===== src/logic/mcf_pkg.sv =====
/*
  Shared constants and types of the timer block: register offsets,
  field positions, reset values, pin indices, modes and carrier structs.
  Assumes a 16-bit register port and a single system clock.
*/
package mcf_pkg;
  // register offsets (word index on the register port)
  localparam logic [3:0] A_CFG  = 4'h0;  // bus_interface_config_register
  localparam logic [3:0] A_VEC  = 4'h1;  // interrupt vector number
  localparam logic [3:0] A_MSC  = 4'h2;  // modulus_status_control_register
  localparam logic [3:0] A_MCNT = 4'h3;  // modulus_count_value
  localparam logic [3:0] A_MLAT = 4'h4;  // modulus_reload_latch
  localparam logic [3:0] A_FCNT = 4'h5;  // free-running count
  localparam logic [3:0] A_DDAT = 4'h6;  // dual action compare/capture
  localparam logic [3:0] A_DCTL = 4'h7;  // dual action control/status
  localparam logic [3:0] A_PCNT = 4'h8;  // pulse width counter
  localparam logic [3:0] A_FSC  = 4'h9;  // free-running status

  // field positions
  localparam int CFG_FRZ    = 15;  // halt_response_bit
  localparam int CFG_LVL_LO = 8;   // interrupt level, 3 bits
  localparam int CFG_ARB_LO = 0;   // arbitration number, 4 bits
  localparam int MSC_COF    = 15;  // counter_overflow_flag
  localparam int MSC_IEN    = 14;  // overflow interrupt enable
  localparam int MSC_CLK    = 13;  // clock_port_level
  localparam int MSC_LD     = 12;  // load_port_level
  localparam int MSC_SEL    = 0;   // 1: external clock pin
  localparam int DCTL_LVL   = 15;  // dual action level flag
  localparam int DCTL_OFF   = 14;  // output flip-flop
  localparam int FSC_LVL    = 15;  // free-running level flag

  // reset values and counts
  localparam logic [15:0] CFG_RST  = 16'h0000;
  localparam logic [7:0]  VEC_RST  = 8'h0f;
  localparam logic [15:0] MLAT_RST = 16'h0000;
  localparam logic [15:0] REG_RST  = 16'h0000;
  localparam logic [1:0]  PRE_LAST = 2'h1;   // first_prescaled_clock = clock / 2
  localparam logic [7:0]  PWM_PRE_RELOAD = 8'h00;

  // synchronised pin indices
  localparam int NPIN   = 4;
  localparam int P_MCK  = 0;  // modulus external clock pin
  localparam int P_MLD  = 1;  // modulus load pin
  localparam int P_FCK  = 2;  // free-running external clock pin
  localparam int P_DPIN = 3;  // dual action pin

  typedef enum logic [2:0] {
    MD_LEVEL_ONLY = 3'h0,  // level_only_mode
    MD_CAPTURE    = 3'h1,  // single_capture_mode
    MD_PERIOD     = 3'h2,  // period_measure_mode
    MD_PULSE_IN   = 3'h3,  // input_pulse_measure_mode
    MD_OC_B       = 3'h4,  // output_compare_b_mode
    MD_OC_AB      = 3'h5,  // output_compare_ab_mode
    MD_PULSE_OUT  = 3'h6   // output_pulse_mode
  } mcf_mode_t;

  typedef struct packed {
    logic        vld;
    logic        wr;
    logic [3:0]  addr;
    logic [15:0] wdata;
  } mcf_req_t;

  typedef struct packed {
    logic        ack;
    logic [15:0] rdata;
  } mcf_rsp_t;

  typedef struct packed {
    logic [15:0] one;
    logic [15:0] two;
    logic [15:0] four;
  } mcf_tbb_t;
endpackage


===== src/logic/mcf_cnt.sv =====
/*
  Reloadable up counter with overflow pulse, shared by the modulus,
  free-running and pulse width counters and the pulse width prescaler.
  Assumes the caller gates inc_i with the freeze state.
*/
module mcf_cnt #(
  parameter int W = 16
) (
  input  wire logic         clock_i,
  input  wire logic         rst_b_i,
  input  wire logic         inc_i,
  input  wire logic         load_i,
  input  wire logic [W-1:0] load_val_i,
  input  wire logic [W-1:0] reload_i,
  output logic      [W-1:0] cnt_o,
  output logic              ovf_o
);
  logic [W-1:0] cnt_q;
  logic [W-1:0] cnt_d;

  // a direct load beats an overflow in the same cycle
  assign ovf_o = inc_i & (&cnt_q) & ~load_i;
  assign cnt_o = cnt_q;

  always_comb
  begin
    cnt_d = cnt_q;
    if (load_i)
      cnt_d = load_val_i;
    else if (ovf_o)
      cnt_d = reload_i;
    else if (inc_i)
      cnt_d = cnt_q + 1'b1;
  end

  always_ff @(posedge clock_i or negedge rst_b_i)
  begin
    if (!rst_b_i)
      cnt_q <= '0;
    else
      cnt_q <= cnt_d;
  end
endmodule


===== src/logic/mcf_timer.sv =====
/*
  Timer module top: bus interface with freeze gating and interrupt
  acknowledge, clock prescaler, modulus counter, free-running counter,
  one dual action channel, one pulse width counter, time base buses.
  Assumes freeze_i and the interrupt acknowledge come from logic on
  clock_i; the four pins are asynchronous and are synchronised here.
*/
// Functional notes
// sixteen-bit modulus latch, always readable and writable, reloads the counter
// latch write changes only the latch; counter takes it at next load
// counter write loads counter and latch together at once
// reset clears the modulus latch to zero
// sixteen-bit counter with incrementer; reads return current count
// overflow reloads from latch and sets the overflow flag
// latch all ones flags overflow on every counter clock pulse
// freeze reaches all submodules gated by one halt response bit
// freeze with halt bit set freezes submodules; registers stay accessible
// frozen: prescaler, free-running, modulus and pulse width counters stop
// frozen: modulus clock and load level flags still follow pins
// frozen: free-running level flag still follows its clock pin
// frozen: dual action capture and compare are disabled
// dual action level flag: pin in input modes, flip-flop in output
// processor stop halts only the processor; timer keeps running
// forward interrupt requests; supply level, arbitration, vector on acknowledge
// pulse width counter: own 16-bit counter, 8-bit prescaler, first prescaled clock
// bus two global; bus one and bus four are local segments; the code drives bus four with the free-running count, same as bus two
// unfrozen modulus counter increments per selected clock, reloads past maximum
module mcf_timer (
  input  wire logic                  clock_i,
  input  wire logic                  rst_b_i,
  input  wire mcf_pkg::mcf_req_t     bus_i,
  output mcf_pkg::mcf_rsp_t          bus_o,
  input  wire logic                  freeze_i,
  input  wire logic                  iack_i,
  input  wire logic [2:0]            iack_level_i,
  output logic      [2:0]            irq_level_o,
  output logic                       iack_ack_o,
  output logic      [7:0]            iack_vector_o,
  output logic      [3:0]            iack_arb_o,
  input  wire logic [mcf_pkg::NPIN-1:0] pins_i,
  output logic                       dual_action_submodule_pin_o,
  output mcf_pkg::mcf_tbb_t          tbb_o
);
  logic [mcf_pkg::NPIN-1:0] s1_q, s2_q, s3_q;
  logic [15:0] cfg_q, mlat_q, ddat_q;
  logic [7:0]  vec_q;
  logic        cof_q, ien_q, sel_q, off_q, eq_q;
  logic [2:0]  mode_q;
  logic [1:0]  pre_q;
  logic        ack_q, iack_q;
  logic [15:0] rdata_q, rd_mux;
  logic [7:0]  ivec_q;
  logic [3:0]  iarb_q;
  logic [15:0] mcnt, fcnt, pcnt;
  logic [7:0]  ppre;
  logic        movf, pre_ovf;

  // wrap targets of the counters that software never loads
  wire [15:0] wrap16 = mcf_pkg::REG_RST;
  wire [7:0]  wrap8  = mcf_pkg::PWM_PRE_RELOAD;

  // pin synchronisers; s3 only feeds edge detection
  always_ff @(posedge clock_i or negedge rst_b_i)
  begin
    if (!rst_b_i)
    begin
      s1_q <= '0;
      s2_q <= '0;
      s3_q <= '0;
    end
    else
    begin
      s1_q <= pins_i;
      s2_q <= s1_q;
      s3_q <= s2_q;
    end
  end

  wire [mcf_pkg::NPIN-1:0] rise = s2_q & ~s3_q;

  // one gated freeze for every submodule
  wire frozen = freeze_i & cfg_q[mcf_pkg::CFG_FRZ];

  // register port decode
  wire wr      = bus_i.vld & bus_i.wr;
  wire wr_cfg  = wr & (bus_i.addr == mcf_pkg::A_CFG);
  wire wr_vec  = wr & (bus_i.addr == mcf_pkg::A_VEC);
  wire wr_msc  = wr & (bus_i.addr == mcf_pkg::A_MSC);
  wire wr_mcnt = wr & (bus_i.addr == mcf_pkg::A_MCNT);
  wire wr_mlat = wr & (bus_i.addr == mcf_pkg::A_MLAT);
  wire wr_ddat = wr & (bus_i.addr == mcf_pkg::A_DDAT);
  wire wr_dctl = wr & (bus_i.addr == mcf_pkg::A_DCTL);

  // prescaler; no stop input exists, so only freeze halts it
  wire first_prescaled_clock = ~frozen & (pre_q == mcf_pkg::PRE_LAST);
  always_ff @(posedge clock_i or negedge rst_b_i)
  begin
    if (!rst_b_i)
      pre_q <= '0;
    else if (!frozen)
      pre_q <= first_prescaled_clock ? '0 : pre_q + 1'b1;
  end

  // modulus counter clock and load selection
  wire mclk  = sel_q ? rise[mcf_pkg::P_MCK] : first_prescaled_clock;
  wire minc  = ~frozen & mclk;
  wire mldp  = ~frozen & rise[mcf_pkg::P_MLD];
  wire mload = wr_mcnt | mldp;
  wire [15:0] mload_val = wr_mcnt ? bus_i.wdata : mlat_q;

  mcf_cnt #(.W(16)) u_mcnt (
    .clock_i    (clock_i),
    .rst_b_i    (rst_b_i),
    .inc_i      (minc),
    .load_i     (mload),
    .load_val_i (mload_val),
    .reload_i   (mlat_q),
    .cnt_o      (mcnt),
    .ovf_o      (movf)
  );

  // free-running counter wraps to zero, feeds the global bus
  mcf_cnt #(.W(16)) u_fcnt (
    .clock_i    (clock_i),
    .rst_b_i    (rst_b_i),
    .inc_i      (first_prescaled_clock),
    .load_i     (1'b0),
    .load_val_i (wrap16),
    .reload_i   (wrap16),
    .cnt_o      (fcnt),
    .ovf_o      ()
  );

  // pulse width prescaler and counter, off every time base bus
  mcf_cnt #(.W(8)) u_ppre (
    .clock_i    (clock_i),
    .rst_b_i    (rst_b_i),
    .inc_i      (first_prescaled_clock),
    .load_i     (1'b0),
    .load_val_i (wrap8),
    .reload_i   (wrap8),
    .cnt_o      (ppre),
    .ovf_o      (pre_ovf)
  );

  mcf_cnt #(.W(16)) u_pcnt (
    .clock_i    (clock_i),
    .rst_b_i    (rst_b_i),
    .inc_i      (pre_ovf),
    .load_i     (1'b0),
    .load_val_i (wrap16),
    .reload_i   (wrap16),
    .cnt_o      (pcnt),
    .ovf_o      ()
  );

  // time base buses: two is global, one is the local modulus segment, four carries the free-running count as two does
  assign tbb_o.two  = fcnt;
  assign tbb_o.one  = mcnt;
  assign tbb_o.four = fcnt;

  // overflow flag: hardware set beats a software clear
  wire cof_d = movf | (cof_q & ~(wr_msc & ~bus_i.wdata[mcf_pkg::MSC_COF]));

  // dual action channel on the local bus one segment
  wire is_out = (mode_q == mcf_pkg::MD_OC_B) | (mode_q == mcf_pkg::MD_OC_AB)
              | (mode_q == mcf_pkg::MD_PULSE_OUT);
  wire is_cap = ~is_out & (mode_q != mcf_pkg::MD_LEVEL_ONLY);
  wire cap    = ~frozen & is_cap & rise[mcf_pkg::P_DPIN];
  wire eq     = (tbb_o.one == ddat_q);
  wire cmp    = ~frozen & is_out & eq & ~eq_q;
  wire dlvl   = is_out ? off_q : s2_q[mcf_pkg::P_DPIN];
  assign dual_action_submodule_pin_o = off_q;

  // register writes; latch and counter stay writable while frozen
  always_ff @(posedge clock_i or negedge rst_b_i)
  begin
    if (!rst_b_i)
    begin
      cfg_q  <= mcf_pkg::CFG_RST;
      vec_q  <= mcf_pkg::VEC_RST;
      mlat_q <= mcf_pkg::MLAT_RST;
      cof_q  <= 1'b0;
      ien_q  <= 1'b0;
      sel_q  <= 1'b0;
      ddat_q <= mcf_pkg::REG_RST;
      mode_q <= mcf_pkg::MD_LEVEL_ONLY;
      off_q  <= 1'b0;
      eq_q   <= 1'b0;
    end
    else
    begin
      if (wr_cfg)
        cfg_q <= bus_i.wdata;
      if (wr_vec)
        vec_q <= bus_i.wdata[7:0];
      if (wr_mcnt | wr_mlat)
        mlat_q <= bus_i.wdata;
      cof_q <= cof_d;
      if (wr_msc)
      begin
        ien_q <= bus_i.wdata[mcf_pkg::MSC_IEN];
        sel_q <= bus_i.wdata[mcf_pkg::MSC_SEL];
      end
      if (cap)
        ddat_q <= tbb_o.one;
      else if (wr_ddat)
        ddat_q <= bus_i.wdata;
      if (wr_dctl)
        mode_q <= bus_i.wdata[2:0];
      if (cmp)
        off_q <= ~off_q;
      eq_q <= eq;
    end
  end

  // read mux; level flags track the pins even while frozen
  always_comb
  begin
    rd_mux = '0;
    unique case (bus_i.addr)
      mcf_pkg::A_CFG:  rd_mux = cfg_q;
      mcf_pkg::A_VEC:  rd_mux = {8'h00, vec_q};
      mcf_pkg::A_MSC:
      begin
        rd_mux[mcf_pkg::MSC_COF] = cof_q;
        rd_mux[mcf_pkg::MSC_IEN] = ien_q;
        rd_mux[mcf_pkg::MSC_CLK] = s2_q[mcf_pkg::P_MCK];
        rd_mux[mcf_pkg::MSC_LD]  = s2_q[mcf_pkg::P_MLD];
        rd_mux[mcf_pkg::MSC_SEL] = sel_q;
      end
      mcf_pkg::A_MCNT: rd_mux = mcnt;
      mcf_pkg::A_MLAT: rd_mux = mlat_q;
      mcf_pkg::A_FCNT: rd_mux = fcnt;
      mcf_pkg::A_DDAT: rd_mux = ddat_q;
      mcf_pkg::A_DCTL:
      begin
        rd_mux[mcf_pkg::DCTL_LVL] = dlvl;
        rd_mux[mcf_pkg::DCTL_OFF] = off_q;
        rd_mux[2:0] = mode_q;
      end
      mcf_pkg::A_PCNT: rd_mux = pcnt;
      mcf_pkg::A_FSC:  rd_mux[mcf_pkg::FSC_LVL] = s2_q[mcf_pkg::P_FCK];
      default:         rd_mux = '0;
    endcase
  end

  // interrupt request and acknowledge
  wire [2:0] lvl = cfg_q[mcf_pkg::CFG_LVL_LO +: 3];
  wire irq_req  = cof_q & ien_q;
  wire iack_hit = iack_i & irq_req & (iack_level_i == lvl) & (lvl != 3'h0);
  assign irq_level_o = irq_req ? lvl : 3'h0;

  // answers are registered: one cycle after the request
  always_ff @(posedge clock_i or negedge rst_b_i)
  begin
    if (!rst_b_i)
    begin
      ack_q   <= 1'b0;
      rdata_q <= '0;
      iack_q  <= 1'b0;
      ivec_q  <= '0;
      iarb_q  <= '0;
    end
    else
    begin
      ack_q   <= bus_i.vld;
      rdata_q <= (bus_i.vld & ~bus_i.wr) ? rd_mux : '0;
      iack_q  <= iack_hit;
      ivec_q  <= iack_hit ? vec_q : '0;
      iarb_q  <= iack_hit ? cfg_q[mcf_pkg::CFG_ARB_LO +: 4] : '0;
    end
  end

  assign bus_o.ack     = ack_q;
  assign bus_o.rdata   = rdata_q;
  assign iack_ack_o    = iack_q;
  assign iack_vector_o = ivec_q;
  assign iack_arb_o    = iarb_q;
endmodule


===== config.mk =====
export PLATFORM = sky130hd
export DESIGN_NAME = mcf_timer
export DESIGN_NICKNAME = d
export VERILOG_FILES = /design/src/logic/mcf_pkg.sv /design/src/logic/mcf_cnt.sv /design/src/logic/mcf_timer.sv
export SDC_FILE = /design/constraint.sdc
export NUM_CORES = 1
export LEC_CHECK = 0
export BUFFER_PORTS_ARGS = -buffer_cell sky130_fd_sc_hd__clkbuf_2
export CAP_MARGIN = 20
export CORE_MARGIN = 2
export CORE_UTILIZATION = 40
export DETAILED_ROUTE_END_ITERATION = 12
export PLACE_DENSITY = 0.67
export SLEW_MARGIN = 10
export SYNTH_ARGS = -nofsm -noshare
export SYNTH_HDL_FRONTEND = slang
export SYNTH_SLANG_ARGS = --single-unit

===== constraint.sdc =====
create_clock -name clock_i -period 2.9 [get_ports clock_i]
set_input_delay 0.145 -clock clock_i [delete_from_list [all_inputs] [get_ports clock_i]]
set_output_delay 0.145 -clock clock_i [all_outputs]
set_load 0.05 [all_outputs]

Yosys cells after proc, flatten, opt, wreduce, memory -nomap -nowiden
Index checks and enable logic that the tools add are counted.
{"block": "op_classes", "add_sub_neg": 5, "n_eq_ne": 15, "mux": 25, "bitwise_logic": 45, "n_reduce_logical": 12}
{"operator": "16-bit two-way mux", "count": 11}
{"operator": "9-bit case mux with 7 select lines", "count": 1}
{"operator": "16-bit by 1-bit adder with 16-bit output, second input constant", "count": 3}
{"operator": "16-bit AND reduction", "count": 3}
{"operator": "1-bit bitwise AND", "count": 30}
{"operator": "8-bit two-way mux", "count": 3}
{"operator": "1-bit case mux with 9 select lines", "count": 2}
{"operator": "16-bit == test", "count": 1}
{"operator": "4-bit by 3-bit == test with 1-bit output, second input constant", "count": 4}
{"operator": "2-bit case mux with 8 select lines", "count": 1}
{"operator": "2-bit case mux with 7 select lines", "count": 1}
{"operator": "3-bit == test, second input constant", "count": 3}
{"operator": "3-bit nonzero test", "count": 3}
{"operator": "8-bit by 1-bit adder with 8-bit output, second input constant", "count": 1}
{"operator": "4-bit by 2-bit == test with 1-bit output, second input constant", "count": 2}
{"operator": "4-bit == test, second input constant", "count": 2}
{"operator": "1-bit inverter", "count": 8}
{"operator": "1-bit case mux with 8 select lines", "count": 1}
{"operator": "8-bit AND reduction", "count": 1}
{"operator": "2-bit nonzero test", "count": 4}
{"operator": "1-bit bitwise OR", "count": 5}
{"operator": "4-bit bitwise AND", "count": 1}
{"operator": "4-bit by 1-bit == test with 1-bit output, second input constant", "count": 1}
{"operator": "4-bit zero test", "count": 1}
{"operator": "8 further kinds", "count": 9}
{"block": "word_totals", "register_bits": 164, "output_inout_bits": 82, "wordCells": 125}

Longest topological paths before layout
{"block": "depth", "word_depth": 9, "depth_mapped": 9}

Modules after synthesis
A second synthesis with hierarchy kept.
{"block": "hier_totals", "hier_cells": 954, "area_unflattened_um2": 9629.2}
{"mod": "mcf_timer", "n_inst": 1, "cells_per_inst": 490, "area_each_um2": 5610.4, "seq_area_each_um2": 2682.6}
{"mod": "mcf_cnt (u_fcnt ...)", "n_inst": 2, "cells_per_inst": 129, "area_each_um2": 1144.8, "seq_area_each_um2": 400.4}
{"mod": "mcf_cnt (u_mcnt)", "n_inst": 1, "cells_per_inst": 142, "area_each_um2": 1168.6, "seq_area_each_um2": 400.4}
{"mod": "mcf_cnt (u_ppre)", "n_inst": 1, "cells_per_inst": 64, "area_each_um2": 560.5, "seq_area_each_um2": 200.2}

Worst setup path after synthesis
No wires, ideal clock.
{"block": "synth_path", "path_type": "reg-to-reg", "from": "register u_mcnt.cnt_q[7], in the netlist u_mcnt.cnt_o[7]", "to": "register u_mcnt.cnt_q[5], in the netlist u_mcnt.cnt_o[5]", "setup_ps": 125, "t_arrival_ps": 2105, "path_slack_ps": 670, "path_stages_with_launch": 7, "path_cell_list": "dfrtp_1 buf_2 nand3_1 nor3_1 or4b_4 mux2i_1 o21ai_1"}
{"block": "synth_between", "elab_chain_len": 5, "elab_cells_between_ends": 6}
{"item": "start: declaration", "line": "mcf_cnt.sv:18", "source": "logic [W-1:0] cnt_q;"}
{"item": "start signal: assignment", "line": "mcf_cnt.sv:41", "source": "cnt_q <= cnt_d;"}
{"item": "16-bit AND reduction *", "line": "mcf_cnt.sv:22", "source": "assign ovf_o = inc_i & (&cnt_q) & ~load_i;"}
{"item": "1-bit bitwise AND * (2 in series)", "line": "mcf_cnt.sv:22"}
{"item": "16-bit two-way mux", "line": "mcf_cnt.sv:30", "source": "else if (ovf_o)"}
{"item": "16-bit two-way mux", "line": "mcf_cnt.sv:28", "source": "if (load_i)"}
Every way passes the cells marked *; elsewhere a longest branch is shown, timed or not.
A chain may end at the register's enable or synchronous reset.

Worst setup path after layout
{"block": "layout_path", "from": "register u_mcnt.cnt_q[0], in the netlist u_mcnt.cnt_o[0]", "to": "register u_mcnt.cnt_q[8], in the netlist u_mcnt.cnt_o[8]"}
{"block": "layout_between", "elab_chain_len": 5, "elab_cells_between_ends": 8}
{"item": "parallel branches: the longest is 5 deep, another holds 16-bit by 1-bit adder with 16-bit output"}
Parallel ways; which one is timed is not known. The select of a mux whose other input is x is not followed.

==> flow_summary.toml <==
[setup_path]
worstPathArrival_ns = 3.00
worstPathRequired_ns = 3.26
worstSetupStartpointType = "flip-flop"
endpoint_kind = "flip-flop"
critPathSlowestCell = "nor4b_1"
regToRegStartpoint = "u_mcnt.cnt_o[0]$_DFFE_PN0P_"
path_cells = "ha_1, nand4_1, nor3_1, nor4b_1, a22oi_1, o21ai_0"
reg2reg_to = "u_mcnt.cnt_o[8]$_DFFE_PN0P_"
cpPeakStageDelay_ns = 0.66
critical_path_class = "reg -> reg"
cp_max_fo = 9
worstRegToRegCells = 6
r2r_setup_slack_ns = 0.26

[timing]
rsz0062_at_grt = "no"
post-route-period-util = 0.9089
fmax_mhz = 379.4
fin_crit_ns = 2.636
skew_ns = 0.01137
drv_slew = 0
tightest_slew_ns = 0.7897
tns_ns = 0
hold_ws_ns = 0.02659
slew_headroom = 0.4735
finalHoldViolCount = 0
finalSetupViolations = 0

[yosys]
ys.flop_type = "dfrtp_1"
synth_area_leaders = "dfrtp_1, mux2_2, mux2i_1"
syn_inst = 812
async_reset_ff_frac = 1.000
synth.distinct_cells = 60
synth_nets = 849
syn_avg_cell_area_um2 = 10.41
ys_warn_count = 0
synth.cell_area_mm2 = 0.008453
yosys.area.top_type_share = 0.4707
ys_ff_latch = 163
ys_seq_area_frac = 0.4831
synth-edff-count = 0
yosys.area.top_type = "dfrtp_1"

[clock_tree]
cts_buffer_depth = 2
cts_tree = "built"
h-tree-depth = 4
numClockSinks = 163
clockRootBuffer = "clkbuf_16"
postCtsSetupBuffers = 0
cts_inserted_buffers = 17
clk_pin_slew_ns = 0.07
cts_resized = 0
hold_buffers = 6
clk_latency_ns = 0.44

[hold_path]
holdPathStages = 2
hold-path-endpoint = "cfg_q[10]$_DFFE_PN0P_"
hold_path.startpoint = "bus_i[10]"
hp-class = "in -> reg"

[floorplan]
fp-row-count = 53
io_pins = 115
die_w_um = 149.4
initial_utilization = 0.4047
core_area_mm2 = 0.02089
die_h_um = 149.4
design.die.area_mm2 = 0.02231

[finish]
multiInputGateArea_mm2 = 0.003959
layout_common_cells = "dfrtp_1, clkbuf_2, nand2_1"
fin_cells = 1201
diodes = 0
final_common_cell = "dfrtp_1"
nets = 950
regArea_mm2 = 0.004084
fillers = 1925
drive_gt1_frac = 0.2549
syn_to_final_growth_pct = 17.17
utilization = 0.4742

[routing]
wl_per_cell_um = 20.35
viasPerCell = 5.778
ant_nets = 0
via_count = 6939
firstDrtPassIters = 7
drc = 0
totalWireLength_um = 24440
drtIter0Drc = 818

[place]
placed_cells = 1163
place.gp.congestion = 1.027
io_buffers = 114
dp_hpwl_um = 17940

[power]
leakage_nw = 4.324
clock_power_share = 0.283
seq_power_share = 0.404
intPower_w = 0.005071
power_density_mw_per_mm2 = 849.1
combPwrFrac = 0.313
p_switching_w = 0.003339
peakVddDrop_mv = 0.2951
p_total_w = 0.008410
power_switching_share = 0.3970

[status]
outcome = "completed"

[global_route]
grt_remaining_overflow = 0
grt_pass1_vias = 6506
grt_antenna_before_repair = 0
grt_first_pass_wirelength_um = 37680
grt_max_degree = 84
track_usage = 0.2236

[flow_run]
maxCapViolations = 0
power groups by stage:
stage                     clock (W)  combinational (W)  sequential, W
after floorplan                   0            0.00167        0.00363
after global routing        0.00251            0.00283        0.00346
final                       0.00238            0.00264        0.00340
after CTS                   0.00242            0.00264        0.00339
after global placement            0            0.00259        0.00341
after detailed placement          0            0.00262        0.00343
Yosys cell counts (4+ instances only):
library cell,n
xnor2_1,43
nor3_1,23
ha_1,4
and3_1,11
buf_6,5
nor2_1,62
nor2b_1,5
dfrtp_1,159
nand2_1,72
o22ai_1,11
a221oi_1,15
nand2b_1,6
a222oi_1,7
a21oi_1,20
dfstp_2,4
or3_1,4
and2_1,17
clkbuf_1,21
a31oi_1,8
xor2_1,17
a221o_1,6
mux2_2,48
inv_1,7
nand3_1,29
o21ai_0,42
buf_4,24
nand4_1,18
and4_1,8
nor4_1,8
buf_2,12
mux2i_1,41
a22oi_1,10
worst max-delay path, delay by kind of cell, from the launching register on:
family                     cells  cell delay (ns)
DFF                            1             0.53
AOI/OAI and AO/OA              2             0.29
and+or+nand+nor                3             1.46
adders and majority gates      1             0.29
sequential cells by signal, summed over array words and instances, names as in the netlist, 4 cells and up:
name / flops
rdata_q: 16
u_fcnt.cnt_o: 16
u_ppre.cnt_o: 8
vec_q: 8
ddat_q: 16
u_pcnt.cnt_o: 16
iack_arb_o: 4
s2_q: 4
cfg_q: 16
iack_vector_o: 8
mlat_q: 16
s1_q: 4
u_mcnt.cnt_o: 16
how the worst max path moves through the flow:
| stage | end | cells past startpoint | slack [ns] | startpoint |
|---|---|---|---|---|
| floorplan | u_mcnt.cnt_o[5]$_DFFE_PN0P_ | 6 | 0.67 | u_mcnt.cnt_o[7]$_DFFE_PN0P_ |
| global placement | u_mcnt.cnt_o[8]$_DFFE_PN0P_ | 6 | 0.54 | u_mcnt.cnt_o[0]$_DFFE_PN0P_ |
| detailed placement | u_mcnt.cnt_o[8]$_DFFE_PN0P_ | 6 | 0.40 | u_mcnt.cnt_o[0]$_DFFE_PN0P_ |
| CTS | u_mcnt.cnt_o[8]$_DFFE_PN0P_ | 6 | 0.36 | u_mcnt.cnt_o[0]$_DFFE_PN0P_ |
| global route | u_mcnt.cnt_o[8]$_DFFE_PN0P_ | 6 | 0.06 | u_mcnt.cnt_o[0]$_DFFE_PN0P_ |
| finish | u_mcnt.cnt_o[8]$_DFFE_PN0P_ | 6 | 0.26 | u_mcnt.cnt_o[0]$_DFFE_PN0P_ |
per-layer routing:
layer / vias up / GRT usage / wire [um]
li1: 3140 / - / -
met1: 3407 / 0.3157 / 10790
met2: 341 / 0.3392 / 11100
met3: 51 / 0.04037 / 1832
met4: 0 / 0.09238 / 713
met5: - / 0 / 0
stage by stage:
| stage | area [um^2] | worst slack, ns |
|---|---|---|
| after floorplan | 8453 | 0.6696 |
| after global placement | 9218 | 0.5383 |
| after detailed placement | 9218 | 0.3977 |
| after CTS | 9905 | 0.3569 |
| after global routing | 9905 | 0.05591 |
| final | 9905 | 0.2643 |
cell families after synthesis:
family | synth area share
compound gates | 0.1174
xor+xnor | 0.06217
simple gates | 0.1701
flops | 0.4831
fa+ha+maj | 0.005921
buf+inv | 0.04885
mux | 0.1125
final cells by class:
type	instances	area share
flip-flops and latches	163	0.4123
multi-input cells	577	0.3997
well taps	275	0.03474
clock inverters	13	0.01756
repair buffers	147	0.08729
inverters	7	0.002653
clock buffers	19	0.04573
No activity file was read; power rests on OpenSTA's default activity.
